`config.mk`:
```
export PLATFORM = sky130hd
export DESIGN_NAME = txy_timer_pair
export DESIGN_NICKNAME = d
export VERILOG_FILES = /design/src/rtl/txy_pkg.sv /design/src/rtl/txy_timer_pair.sv
export VERILOG_INCLUDE_DIRS = /design/src /design/src/rtl
export SDC_FILE = /design/constraint.sdc
export NUM_CORES = 1
export LEC_CHECK = 0
export BUFFER_PORTS_ARGS = -buffer_cell sky130_fd_sc_hd__buf_2
export CORE_ASPECT_RATIO = 0.6
export CORE_MARGIN = 5
export CORE_UTILIZATION = 45
export DETAILED_ROUTE_END_ITERATION = 8
export GPL_TIMING_DRIVEN = 1
export HOLD_SLACK_MARGIN = 0.05
export SLEW_MARGIN = 20
export SYNTH_ARGS = -nofsm -noshare
export SYNTH_HDL_FRONTEND = slang
export SYNTH_SLANG_ARGS = --single-unit
```
`constraint.sdc`:
```
create_clock -name mclk -period 4.8 [get_ports mclk]
set_input_delay 0.24 -clock mclk [delete_from_list [all_inputs] [get_ports mclk]]
set_output_delay 0.24 -clock mclk [all_outputs]
set_load 0.01 [all_outputs]
```
`src/rtl/txy_map.svh`:
```
`ifndef TXY_MAP_SVH
`define TXY_MAP_SVH

// ---------------------------------------------------------------
// Register offsets (byte addresses)
// ---------------------------------------------------------------
`define TXY_AW 8
`define TXY_OFF_MODE0 8'h00
`define TXY_OFF_MODE1 8'h04
`define TXY_OFF_VAL0 8'h08
`define TXY_OFF_VAL1 8'h0c
`define TXY_OFF_STOP 8'h10
`define TXY_OFF_EDGE 8'h14
`define TXY_OFF_IRQ 8'h18
`define TXY_OFF_SYS 8'h1c

// ---------------------------------------------------------------
// Mode register fields and codes
// ---------------------------------------------------------------
`define TXY_B_WRLATCH 3
`define TXY_B_LEVEL 4
`define TXY_B_EDGE 5
`define TXY_B_SRC 6
`define TXY_MD_MEAS_PER 3'h2
`define TXY_MD_MEAS_WID 3'h3
`define TXY_MD_WAVE 3'h4
`define TXY_MD_SHOT 3'h5
`define TXY_MD_PWM 3'h6

// ---------------------------------------------------------------
// Request flags, reset values, prescaler, responses
// ---------------------------------------------------------------
`define TXY_IRQ_TRG 0
`define TXY_IRQ_TMR 4
`define TXY_STOP_RST 2'h3
`define TXY_PRE_MAX 4'hf
`define TXY_RESP_OKAY 2'h0
`define TXY_RESP_SLVERR 2'h2

`endif

```
`src/rtl/txy_pkg.sv`:
```
`default_nettype none
`include "txy_map.svh"

package txy_pkg;

   typedef enum logic {ph_high, ph_low} txy_phase_t;

   typedef struct packed {
      logic [7:0] mode;
      logic [15:0] cnt;
      logic [15:0] latch;
      logic pin;
      logic trg_prev;
      logic shot;
      txy_phase_t phase;
   } txy_tmr_t;

   typedef struct packed {
      txy_tmr_t [1:0] tmr;
      logic [3:0] pre;
      logic [1:0] stop;
      logic [1:0] edge_sel;
      logic [7:0] irq;
      logic low_speed;
      logic awready;
      logic aw_have;
      logic [`TXY_AW-1:0] awaddr;
      logic wready;
      logic w_have;
      logic [31:0] wdata;
      logic [3:0] wstrb;
      logic bvalid;
      logic [1:0] bresp;
      logic arready;
      logic rvalid;
      logic [31:0] rdata;
      logic [1:0] rresp;
   } txy_state_t;

endpackage

`default_nettype wire

```
`src/rtl/txy_timer_pair.sv`:
```
// Function
// - Waveform mode: underflow drives level latch out
// - Code 101 selects one-shot mode
// - Trigger edge per edge bits; sets flag
// - High pulse: pin low at selection
// - Trigger while stopped is ignored
// - High pulse: trigger high, underflow low
// - Low pulse: init high, trigger low, underflow high
// - Edge bit flip inverts pin immediately
// - One-shot/PWM count only from divide 2/16
// - Code 110 selects PWM on own pin
// - PWM rising edge sets timer flag
// - High m periods, low n periods
// - Stopped PWM write loads, pin high
// - Start: high interval first, then low, repeat
// - Latch-only values act after next underflow
// - Zero intervals force pin low or high
// - Zero interval suppresses PWM request
// - Bit 3 selects both or latch-only write
// - Latch write at underflow is unspecified
// - Count readable except measurement; latch never
// - Edge bits also set interrupt edges
//
// Our own choices: the register offsets and the AXI4-Lite register port.
`timescale 1ns/1ps
`default_nettype none
`include "txy_map.svh"

module txy_timer_pair (
   // Clock and reset
   input wire logic mclk,
   input wire logic rst,
   // Write address channel
   input wire logic s_axi_awvalid,
   output logic s_axi_awready,
   input wire logic [`TXY_AW-1:0] s_axi_awaddr,
   // Write data channel
   input wire logic s_axi_wvalid,
   output logic s_axi_wready,
   input wire logic [31:0] s_axi_wdata,
   input wire logic [3:0] s_axi_wstrb,
   // Write response channel
   output logic s_axi_bvalid,
   input wire logic s_axi_bready,
   output logic [1:0] s_axi_bresp,
   // Read address channel
   input wire logic s_axi_arvalid,
   output logic s_axi_arready,
   input wire logic [`TXY_AW-1:0] s_axi_araddr,
   // Read data channel
   output logic s_axi_rvalid,
   input wire logic s_axi_rready,
   output logic [31:0] s_axi_rdata,
   output logic [1:0] s_axi_rresp,
   // Timer pins
   input wire logic first_trigger_input,
   input wire logic second_trigger_input,
   output logic first_timer_pin,
   output logic second_timer_pin
);

   txy_pkg::txy_state_t s_ff;
   txy_pkg::txy_state_t nxt_s;
   logic [1:0] trig_in;
   logic [1:0] trig_ev;
   logic [1:0] cnt_en;
   logic [1:0] uf;
   logic [1:0] mode_wr;
   logic [1:0] val_wr;
   logic [1:0] start_ev;
   logic wr_go;
   logic irq_wr;
   logic tick_fast;
   logic tick_slow;

   // ------------------------------------------------------------
   // Shared decode and prescaler ticks
   // ------------------------------------------------------------
   assign trig_in = {second_trigger_input, first_trigger_input};
   assign wr_go = s_ff.aw_have & s_ff.w_have & ~s_ff.bvalid;
   assign irq_wr = wr_go & (s_ff.awaddr == `TXY_OFF_IRQ);
   assign tick_fast = s_ff.pre[0];
   assign tick_slow = (s_ff.pre == `TXY_PRE_MAX);

   // ------------------------------------------------------------
   // Per-timer events
   // ------------------------------------------------------------
   for (genvar i = 0; i < 2; i++) begin : g_tmr
      localparam logic [`TXY_AW-1:0] MODE_OFF =
         (i == 0) ? `TXY_OFF_MODE0 : `TXY_OFF_MODE1;
      localparam logic [`TXY_AW-1:0] VAL_OFF =
         (i == 0) ? `TXY_OFF_VAL0 : `TXY_OFF_VAL1;
      logic [2:0] md;
      logic fast_only;
      logic tick;

      assign md = s_ff.tmr[i].mode[2:0];
      assign fast_only = (md == `TXY_MD_SHOT) | (md == `TXY_MD_PWM);
      // Edge select bit chooses rising (1) or falling (0)
      assign trig_ev[i] = s_ff.edge_sel[i] ?
         (trig_in[i] & ~s_ff.tmr[i].trg_prev) :
         (~trig_in[i] & s_ff.tmr[i].trg_prev);
      // Only divide 2 / divide 16 exist as count sources
      assign tick = s_ff.tmr[i].mode[`TXY_B_SRC] ?
         tick_slow : tick_fast;
      // Low speed blocks one-shot and PWM counting
      assign cnt_en[i] = ~s_ff.stop[i] & tick
         & ~(fast_only & s_ff.low_speed)
         & ((md != `TXY_MD_SHOT) | s_ff.tmr[i].shot);
      assign uf[i] = cnt_en[i] & (s_ff.tmr[i].cnt == 16'h0000);
      assign mode_wr[i] = wr_go & (s_ff.awaddr == MODE_OFF)
         & s_ff.wstrb[0];
      assign val_wr[i] = wr_go & (s_ff.awaddr == VAL_OFF);
      assign start_ev[i] = wr_go & (s_ff.awaddr == `TXY_OFF_STOP)
         & s_ff.wstrb[0] & s_ff.stop[i] & ~s_ff.wdata[i];

   end

   // ------------------------------------------------------------
   // Next state
   // ------------------------------------------------------------
   always_comb begin
      nxt_s = s_ff;
      nxt_s.pre = s_ff.pre + 4'h1;

      if (s_axi_awvalid & s_ff.awready) begin
         nxt_s.aw_have = 1'b1;
         nxt_s.awaddr = s_axi_awaddr;
      end
      if (s_axi_wvalid & s_ff.wready) begin
         nxt_s.w_have = 1'b1;
         nxt_s.wdata = s_axi_wdata;
         nxt_s.wstrb = s_axi_wstrb;
      end
      if (s_ff.bvalid & s_axi_bready) begin
         nxt_s.bvalid = 1'b0;
      end
      // Shared registers; timer registers handled below
      if (wr_go) begin
         nxt_s.aw_have = 1'b0;
         nxt_s.w_have = 1'b0;
         nxt_s.bvalid = 1'b1;
         case (s_ff.awaddr)
            `TXY_OFF_MODE0, `TXY_OFF_MODE1, `TXY_OFF_VAL0, `TXY_OFF_VAL1,
            `TXY_OFF_STOP, `TXY_OFF_EDGE, `TXY_OFF_IRQ, `TXY_OFF_SYS:
               nxt_s.bresp = `TXY_RESP_OKAY;
            default: nxt_s.bresp = `TXY_RESP_SLVERR;
         endcase
      end
      if (wr_go & s_ff.wstrb[0]) begin
         case (s_ff.awaddr)
            `TXY_OFF_STOP: nxt_s.stop = s_ff.wdata[1:0];
            `TXY_OFF_EDGE: nxt_s.edge_sel = s_ff.wdata[1:0];
            `TXY_OFF_IRQ: nxt_s.irq = s_ff.irq & ~s_ff.wdata[7:0];
            `TXY_OFF_SYS: nxt_s.low_speed = s_ff.wdata[0];
            default: nxt_s.low_speed = s_ff.low_speed;
         endcase
      end
      // Read side; the latch has no read path
      if (s_ff.rvalid & s_axi_rready) begin
         nxt_s.rvalid = 1'b0;
      end
      if (s_axi_arvalid & s_ff.arready) begin
         nxt_s.rvalid = 1'b1;
         nxt_s.rresp = `TXY_RESP_OKAY;
         nxt_s.rdata = 32'h0000_0000;
         case (s_axi_araddr)
            `TXY_OFF_MODE0: nxt_s.rdata[7:0] = s_ff.tmr[0].mode;
            `TXY_OFF_MODE1: nxt_s.rdata[7:0] = s_ff.tmr[1].mode;
            `TXY_OFF_VAL0, `TXY_OFF_VAL1: begin
               if (s_ff.tmr[s_axi_araddr[2]].mode[2:0]
                     != `TXY_MD_MEAS_PER
                  && s_ff.tmr[s_axi_araddr[2]].mode[2:0]
                     != `TXY_MD_MEAS_WID) begin
                  nxt_s.rdata[15:0] =
                     s_ff.tmr[s_axi_araddr[2]].cnt;
               end
            end
            `TXY_OFF_STOP: nxt_s.rdata[1:0] = s_ff.stop;
            `TXY_OFF_EDGE: nxt_s.rdata[1:0] = s_ff.edge_sel;
            `TXY_OFF_IRQ: nxt_s.rdata[7:0] = s_ff.irq;
            `TXY_OFF_SYS: nxt_s.rdata[0] = s_ff.low_speed;
            default: nxt_s.rresp = `TXY_RESP_SLVERR;
         endcase
      end
      // Timers; flag sets come after the software clear
      for (int i = 0; i < 2; i++) begin
         nxt_s.tmr[i].trg_prev = trig_in[i];
         if (trig_ev[i]) begin
            nxt_s.irq[`TXY_IRQ_TRG + i] = 1'b1;
         end
         if (cnt_en[i]) begin
            nxt_s.tmr[i].cnt = uf[i] ? s_ff.tmr[i].latch
               : s_ff.tmr[i].cnt - 16'h0001;
         end
         case (s_ff.tmr[i].mode[2:0])
            `TXY_MD_WAVE: begin
               if (uf[i]) begin
                  nxt_s.tmr[i].pin =
                     s_ff.tmr[i].mode[`TXY_B_LEVEL];
                  nxt_s.irq[`TXY_IRQ_TMR + i] = 1'b1;
               end
            end
            `TXY_MD_SHOT: begin
               if (trig_ev[i] & ~s_ff.stop[i]
                  & ~s_ff.low_speed) begin
                  nxt_s.tmr[i].shot = 1'b1;
                  nxt_s.tmr[i].cnt = s_ff.tmr[i].latch;
                  nxt_s.tmr[i].pin =
                     ~s_ff.tmr[i].mode[`TXY_B_EDGE];
               end else if (uf[i]) begin
                  nxt_s.tmr[i].shot = 1'b0;
                  nxt_s.tmr[i].pin =
                     s_ff.tmr[i].mode[`TXY_B_EDGE];
                  nxt_s.irq[`TXY_IRQ_TMR + i] = 1'b1;
               end
            end
            `TXY_MD_PWM: begin
               if (uf[i] && s_ff.tmr[i].phase == txy_pkg::ph_high) begin
                  nxt_s.tmr[i].phase = txy_pkg::ph_low;
                  nxt_s.tmr[i].cnt = {8'h00,
                     s_ff.tmr[i].latch[7:0] - 8'h01};
                  nxt_s.tmr[i].pin = 1'b0;
               end else if (uf[i]) begin
                  nxt_s.tmr[i].phase = txy_pkg::ph_high;
                  nxt_s.tmr[i].cnt = {8'h00,
                     s_ff.tmr[i].latch[15:8] - 8'h01};
                  nxt_s.tmr[i].pin = 1'b1;
               end
            end
            default: begin
               if (uf[i]) begin
                  nxt_s.irq[`TXY_IRQ_TMR + i] = 1'b1;
               end
            end
         endcase
         if (mode_wr[i]) begin
            nxt_s.tmr[i].mode = s_ff.wdata[7:0];
            if (s_ff.wdata[2:0] == `TXY_MD_SHOT) begin
               if (s_ff.tmr[i].mode[2:0] != `TXY_MD_SHOT) begin
                  nxt_s.tmr[i].shot = 1'b0;
                  nxt_s.tmr[i].pin =
                     s_ff.wdata[`TXY_B_EDGE];
               end else if (s_ff.wdata[`TXY_B_EDGE]
                  != s_ff.tmr[i].mode[`TXY_B_EDGE]) begin
                  nxt_s.tmr[i].pin = ~s_ff.tmr[i].pin;
               end
            end
         end
         // Latch-only write racing an underflow: reload uses the old latch value
         if (val_wr[i]) begin
            if (s_ff.wstrb[0]) begin
               nxt_s.tmr[i].latch[7:0] = s_ff.wdata[7:0];
            end
            if (s_ff.wstrb[1]) begin
               nxt_s.tmr[i].latch[15:8] = s_ff.wdata[15:8];
            end
            if (!s_ff.tmr[i].mode[`TXY_B_WRLATCH]) begin
               if (s_ff.wstrb[0]) begin
                  nxt_s.tmr[i].cnt[7:0] = s_ff.wdata[7:0];
               end
               if (s_ff.wstrb[1]) begin
                  nxt_s.tmr[i].cnt[15:8] = s_ff.wdata[15:8];
               end
            end
            if (s_ff.tmr[i].mode[2:0] == `TXY_MD_PWM
               && s_ff.stop[i]) begin
               nxt_s.tmr[i].pin = 1'b1;
               nxt_s.tmr[i].phase = txy_pkg::ph_high;
            end
         end
         if (start_ev[i]
            && s_ff.tmr[i].mode[2:0] == `TXY_MD_PWM) begin
            nxt_s.tmr[i].phase = txy_pkg::ph_high;
            nxt_s.tmr[i].cnt = {8'h00,
               s_ff.tmr[i].latch[15:8] - 8'h01};
            nxt_s.tmr[i].pin = 1'b1;
         end
         if (s_ff.tmr[i].mode[2:0] == `TXY_MD_PWM) begin
            if (nxt_s.tmr[i].latch[15:8] == 8'h00) begin
               nxt_s.tmr[i].pin = 1'b0;
            end else if (nxt_s.tmr[i].latch[7:0] == 8'h00) begin
               nxt_s.tmr[i].pin = 1'b1;
            end
            if (nxt_s.tmr[i].pin && !s_ff.tmr[i].pin
               && s_ff.tmr[i].latch[15:8] != 8'h00
               && s_ff.tmr[i].latch[7:0] != 8'h00
               && nxt_s.tmr[i].latch[15:8] != 8'h00
               && nxt_s.tmr[i].latch[7:0] != 8'h00) begin
               nxt_s.irq[`TXY_IRQ_TMR + i] = 1'b1;
            end
         end
      end

      nxt_s.awready = ~nxt_s.aw_have & ~nxt_s.bvalid;
      nxt_s.wready = ~nxt_s.w_have & ~nxt_s.bvalid;
      nxt_s.arready = ~nxt_s.rvalid;
   end

   // ------------------------------------------------------------
   // State register
   // ------------------------------------------------------------
   always_ff @(posedge mclk) begin
      if (rst) begin
         s_ff <= '0;
         s_ff.stop <= `TXY_STOP_RST;
      end else begin
         s_ff <= nxt_s;
      end
   end

   assign s_axi_awready = s_ff.awready;
   assign s_axi_wready = s_ff.wready;
   assign s_axi_bvalid = s_ff.bvalid;
   assign s_axi_bresp = s_ff.bresp;
   assign s_axi_arready = s_ff.arready;
   assign s_axi_rvalid = s_ff.rvalid;
   assign s_axi_rdata = s_ff.rdata;
   assign s_axi_rresp = s_ff.rresp;
   assign first_timer_pin = s_ff.tmr[0].pin;
   assign second_timer_pin = s_ff.tmr[1].pin;

endmodule

`default_nettype wire

```
==> impl_metrics.json <==
{
  "wl_per_cell_microns": 21.41,
  "yosys_warnings": 0,
  "ios": 104,
  "place_congestion": 0.9683,
  "multi_input_area_sq_mm": 0.005788,
  "min_path_type": "in2reg",
  "n_fill_cell": 2068,
  "slew_headroom_pct": 26.89,
  "ys_top_cells_by_count": "172 x nor2_1, 157 x dfxtp_1, 134 x nand2_1",
  "dr.pass1.iters": 5,
  "synth_top_family_by_area": "simple AND/OR/NAND/NOR gates",
  "fmax_mhz": 272.6,
  "min_path_cells": 3,
  "ctsLongestPathBuffers": 2,
  "fin_cells": 1576,
  "finalSetupTns_ps": 0,
  "cp_max_fo": 13,
  "r2r_setup_slack_ps": 1130,
  "yosys.area.top_type": "dfxtp_1",
  "grtUsageTotal_pct": 27.55,
  "synth_compound_area_share_pct": 22.80,
  "ys_top_cells_by_area": "dfxtp_1 33%, nor2_1 6.7%, a21oi_1 5.9%",
  "clkSinkCount": 157,
  "status": "finished, final reports clean",
  "numCtsBuffers": 17,
  "peakVddDrop_v": 0.0002181,
  "cp-start-kind": "flop",
  "rsz0062_at_grt": "no",
  "critPathLaunch": "s_ff[100]$_SDFF_PP0_",
  "dominantRegCellSynth": "dfxtp_1",
  "setup_slack_ps": 1132,
  "nets": 1360,
  "reg2reg_to": "s_ff[125]$_SDFF_PP0_",
  "seq_area_sq_mm": 0.003143,
  "drive_above_1_share_pct": 12.10,
  "rows": 41,
  "rr_worst_depth": 9,
  "antenna_cells": 0,
  "yosysSeqAreaShare_pct": 32.73,
  "fin_skew_ps": 8.950,
  "drt_iter0_drc": 1178,
  "clock_latency_ps": 440,
  "path_clk_slew_ps": 70,
  "synth_area_sq_mm": 0.009602,
  "die_area_sq_mm": 0.02445,
  "ant_nets": 0,
  "drc": 0,
  "worst_slew_pin_slew_ps": 1083,
  "reg2reg_from": "s_ff[100]$_SDFF_PP0_",
  "place_area_sq_mm": 0.009844,
  "cp-endpoint": "s_ff[125]$_SDFF_PP0_",
  "viasPerCell": 6.037,
  "dp_hpwl_microns": 24080,
  "h-tree-depth": 4,
  "grt_pass1_wl_microns": 51650,
  "io_buffers": 67,
  "wl_microns": 33740,
  "synthXorXnorAreaFrac_pct": 2.541,
  "muxShareOfSynthArea_pct": 6.607,
  "setup_viol": 0,
  "ys_types": 81,
  "post-route-min-period_ps": 3668,
  "drv_slew": 0,
  "finalHoldViolations": 0,
  "place_inst": 1517,
  "yosysMostFrequentCell": "nor2_1",
  "finalInstanceArea_sq_mm": 0.01074,
  "worst-setup-path-type": "reg2reg",
  "cp_data_required_time_ps": 5180,
  "cp.arrival_ps": 4050,
  "antenna_found_initial": 0,
  "ys_seq_elements": 157,
  "cts_tree": "done",
  "core_area_sq_mm": 0.02098,
  "cts_setup_buffers": 0,
  "die_height_microns": 123.1,
  "die_w_microns": 198.6,
  "final_core_util_pct": 51.17,
  "synth_fa_ha_area_share_pct": 1.955,
  "synthCells": 1261,
  "synth.top_cell.area_share_pct": 32.73,
  "gr-total-overflow": 0,
  "maxCapViolCount": 0,
  "grt_pass1_vias": 8514,
  "cts_resized": 0,
  "finalCritPeriodShare_pct": 76.42,
  "synth_edf_count": 0,
  "area_growth_pct": 11.81,
  "power_density_mw_per_mm2": 279.3,
  "p_leak_nw": 4.307,
  "cts_root_buffer": "clkbuf_16",
  "pre_cts_slack_ps": 1334,
  "num_vias": 9514,
  "synthSimpleGateAreaFrac_pct": 25.65,
  "async_flop_share_pct": 0,
  "initial_utilization_pct": 45.76,
  "grt_start_max_net_pins": 62,
  "cp-end-kind": "flop",
  "avgSynthCellArea_sq_um": 7.614
}
## final cells by class
class	instances	share of cell area, %
timing repair buffer	107	6.573
inverter	35	1.224
clock buffer	19	4.219
tap	279	3.252
clock inverter	13	1.538
multi-input combinational	966	53.92
sequential	157	29.28
## metrics by stage
step                      hold slack (ps)  power [W]
after floorplan                     368.2   0.001499
after global placement              435.9   0.001555
after detailed placement            441.5   0.001556
after CTS                           51.57   0.003018
after global routing                64.71   0.003091
final                               66.74   0.002998
## cells by family (layout without fill, tap and decap cells)
group | count (synthesis) | after routing
and+or+nand+nor | 511 | 511
AOI/OAI and AO/OA | 333 | 333
DFF | 157 | 157
buffers and inverters | 155 | 174
muxes | 62 | 62
xor gates and xnor gates | 27 | 27
adders and majority gates | 15 | 15
other | 1 | 18
## worst max-delay path, cell delays in order (launching register included)
cell and delay [ps]:
dfxtp_1 410, ha_1 210, nand3_1 170, a211oi_1 420, o21a_1 660, nand2_1 410
o21ai_0 800, a221oi_1 220, o22a_1 220, nor2_1 90
## report_power, final
group	switching, W	leakage (nW)	total, W	internal, W
clock	0.000605	0.292	0.00145	0.000848
sequential	0.0000400	1.27	0.00137	0.00133
combinational	0.000108	2.74	0.000178	0.0000699
total	0.000753	4.31	0.00300	0.00225
## sequential cells by signal, summed over array words and instances, names as in the netlist, named ones only
name	cells
s_ff	125
s_axi_rdata	16
g_tmr.md	6
first_timer_pin	1
s_axi_arready	1
s_axi_awready	1
s_axi_bresp	1
s_axi_bvalid	1
s_axi_rresp	1
s_axi_rvalid	1
s_axi_wready	1
second_timer_pin	1
## worst min path at each step
| stage | from | to | slack (ps) |
|---|---|---|---|
| global placement | s_ff[95]$_SDFFE_PP0P_ | s_ff[95]$_SDFFE_PP0P_ | 440 |
| global route | s_axi_wdata[15] | s_ff[58]$_SDFFE_PP0P_ | 60 |
| floorplan | first_trigger_input | s_ff[106]$_SDFF_PP0_ | 370 |
| finish | s_axi_wdata[15] | s_ff[58]$_SDFFE_PP0P_ | 70 |
| detailed placement | s_axi_rdata[8]$_SDFFE_PP0P_ | s_axi_rdata[8]$_SDFFE_PP0P_ | 440 |
| CTS | s_axi_wdata[15] | s_ff[58]$_SDFFE_PP0P_ | 50 |
## cells in the final DEF (no fill, tap or decap), types with 9 or more instances in the layout
cell type	count
dfxtp_1	157
nor3_1	44
nand2b_1	15
and2_1	9
ha_1	15
a221oi_1	14
mux2_2	11
conb_1	18
xnor2_1	14
a22oi_1	10
a21oi_1	114
o22ai_1	11
nand2_1	134
buf_4	14
dlygate4sd3_1	27
clkbuf_16	17
xor2_1	12
mux2i_1	51
nor4_1	21
buf_2	66
nand3_1	40
or3_1	12
nor2b_1	11
nor2_1	171
o21ai_0	60
inv_1	32
a211oi_1	33
## metal layers
metal	GRT usage [%]	routed length (microns)
met1	42.82	16170
met2	36.38	12880
met3	8.061	4117
met4	7.259	572
met5	0	0
## what timing repair did
action | CTS | global route
setup endpoints to repair | 0 | 0
hold buffers | 27 | 0
endpoints found under the hold margin | 27 | 0
No activity file was read; power rests on OpenSTA's default activity.
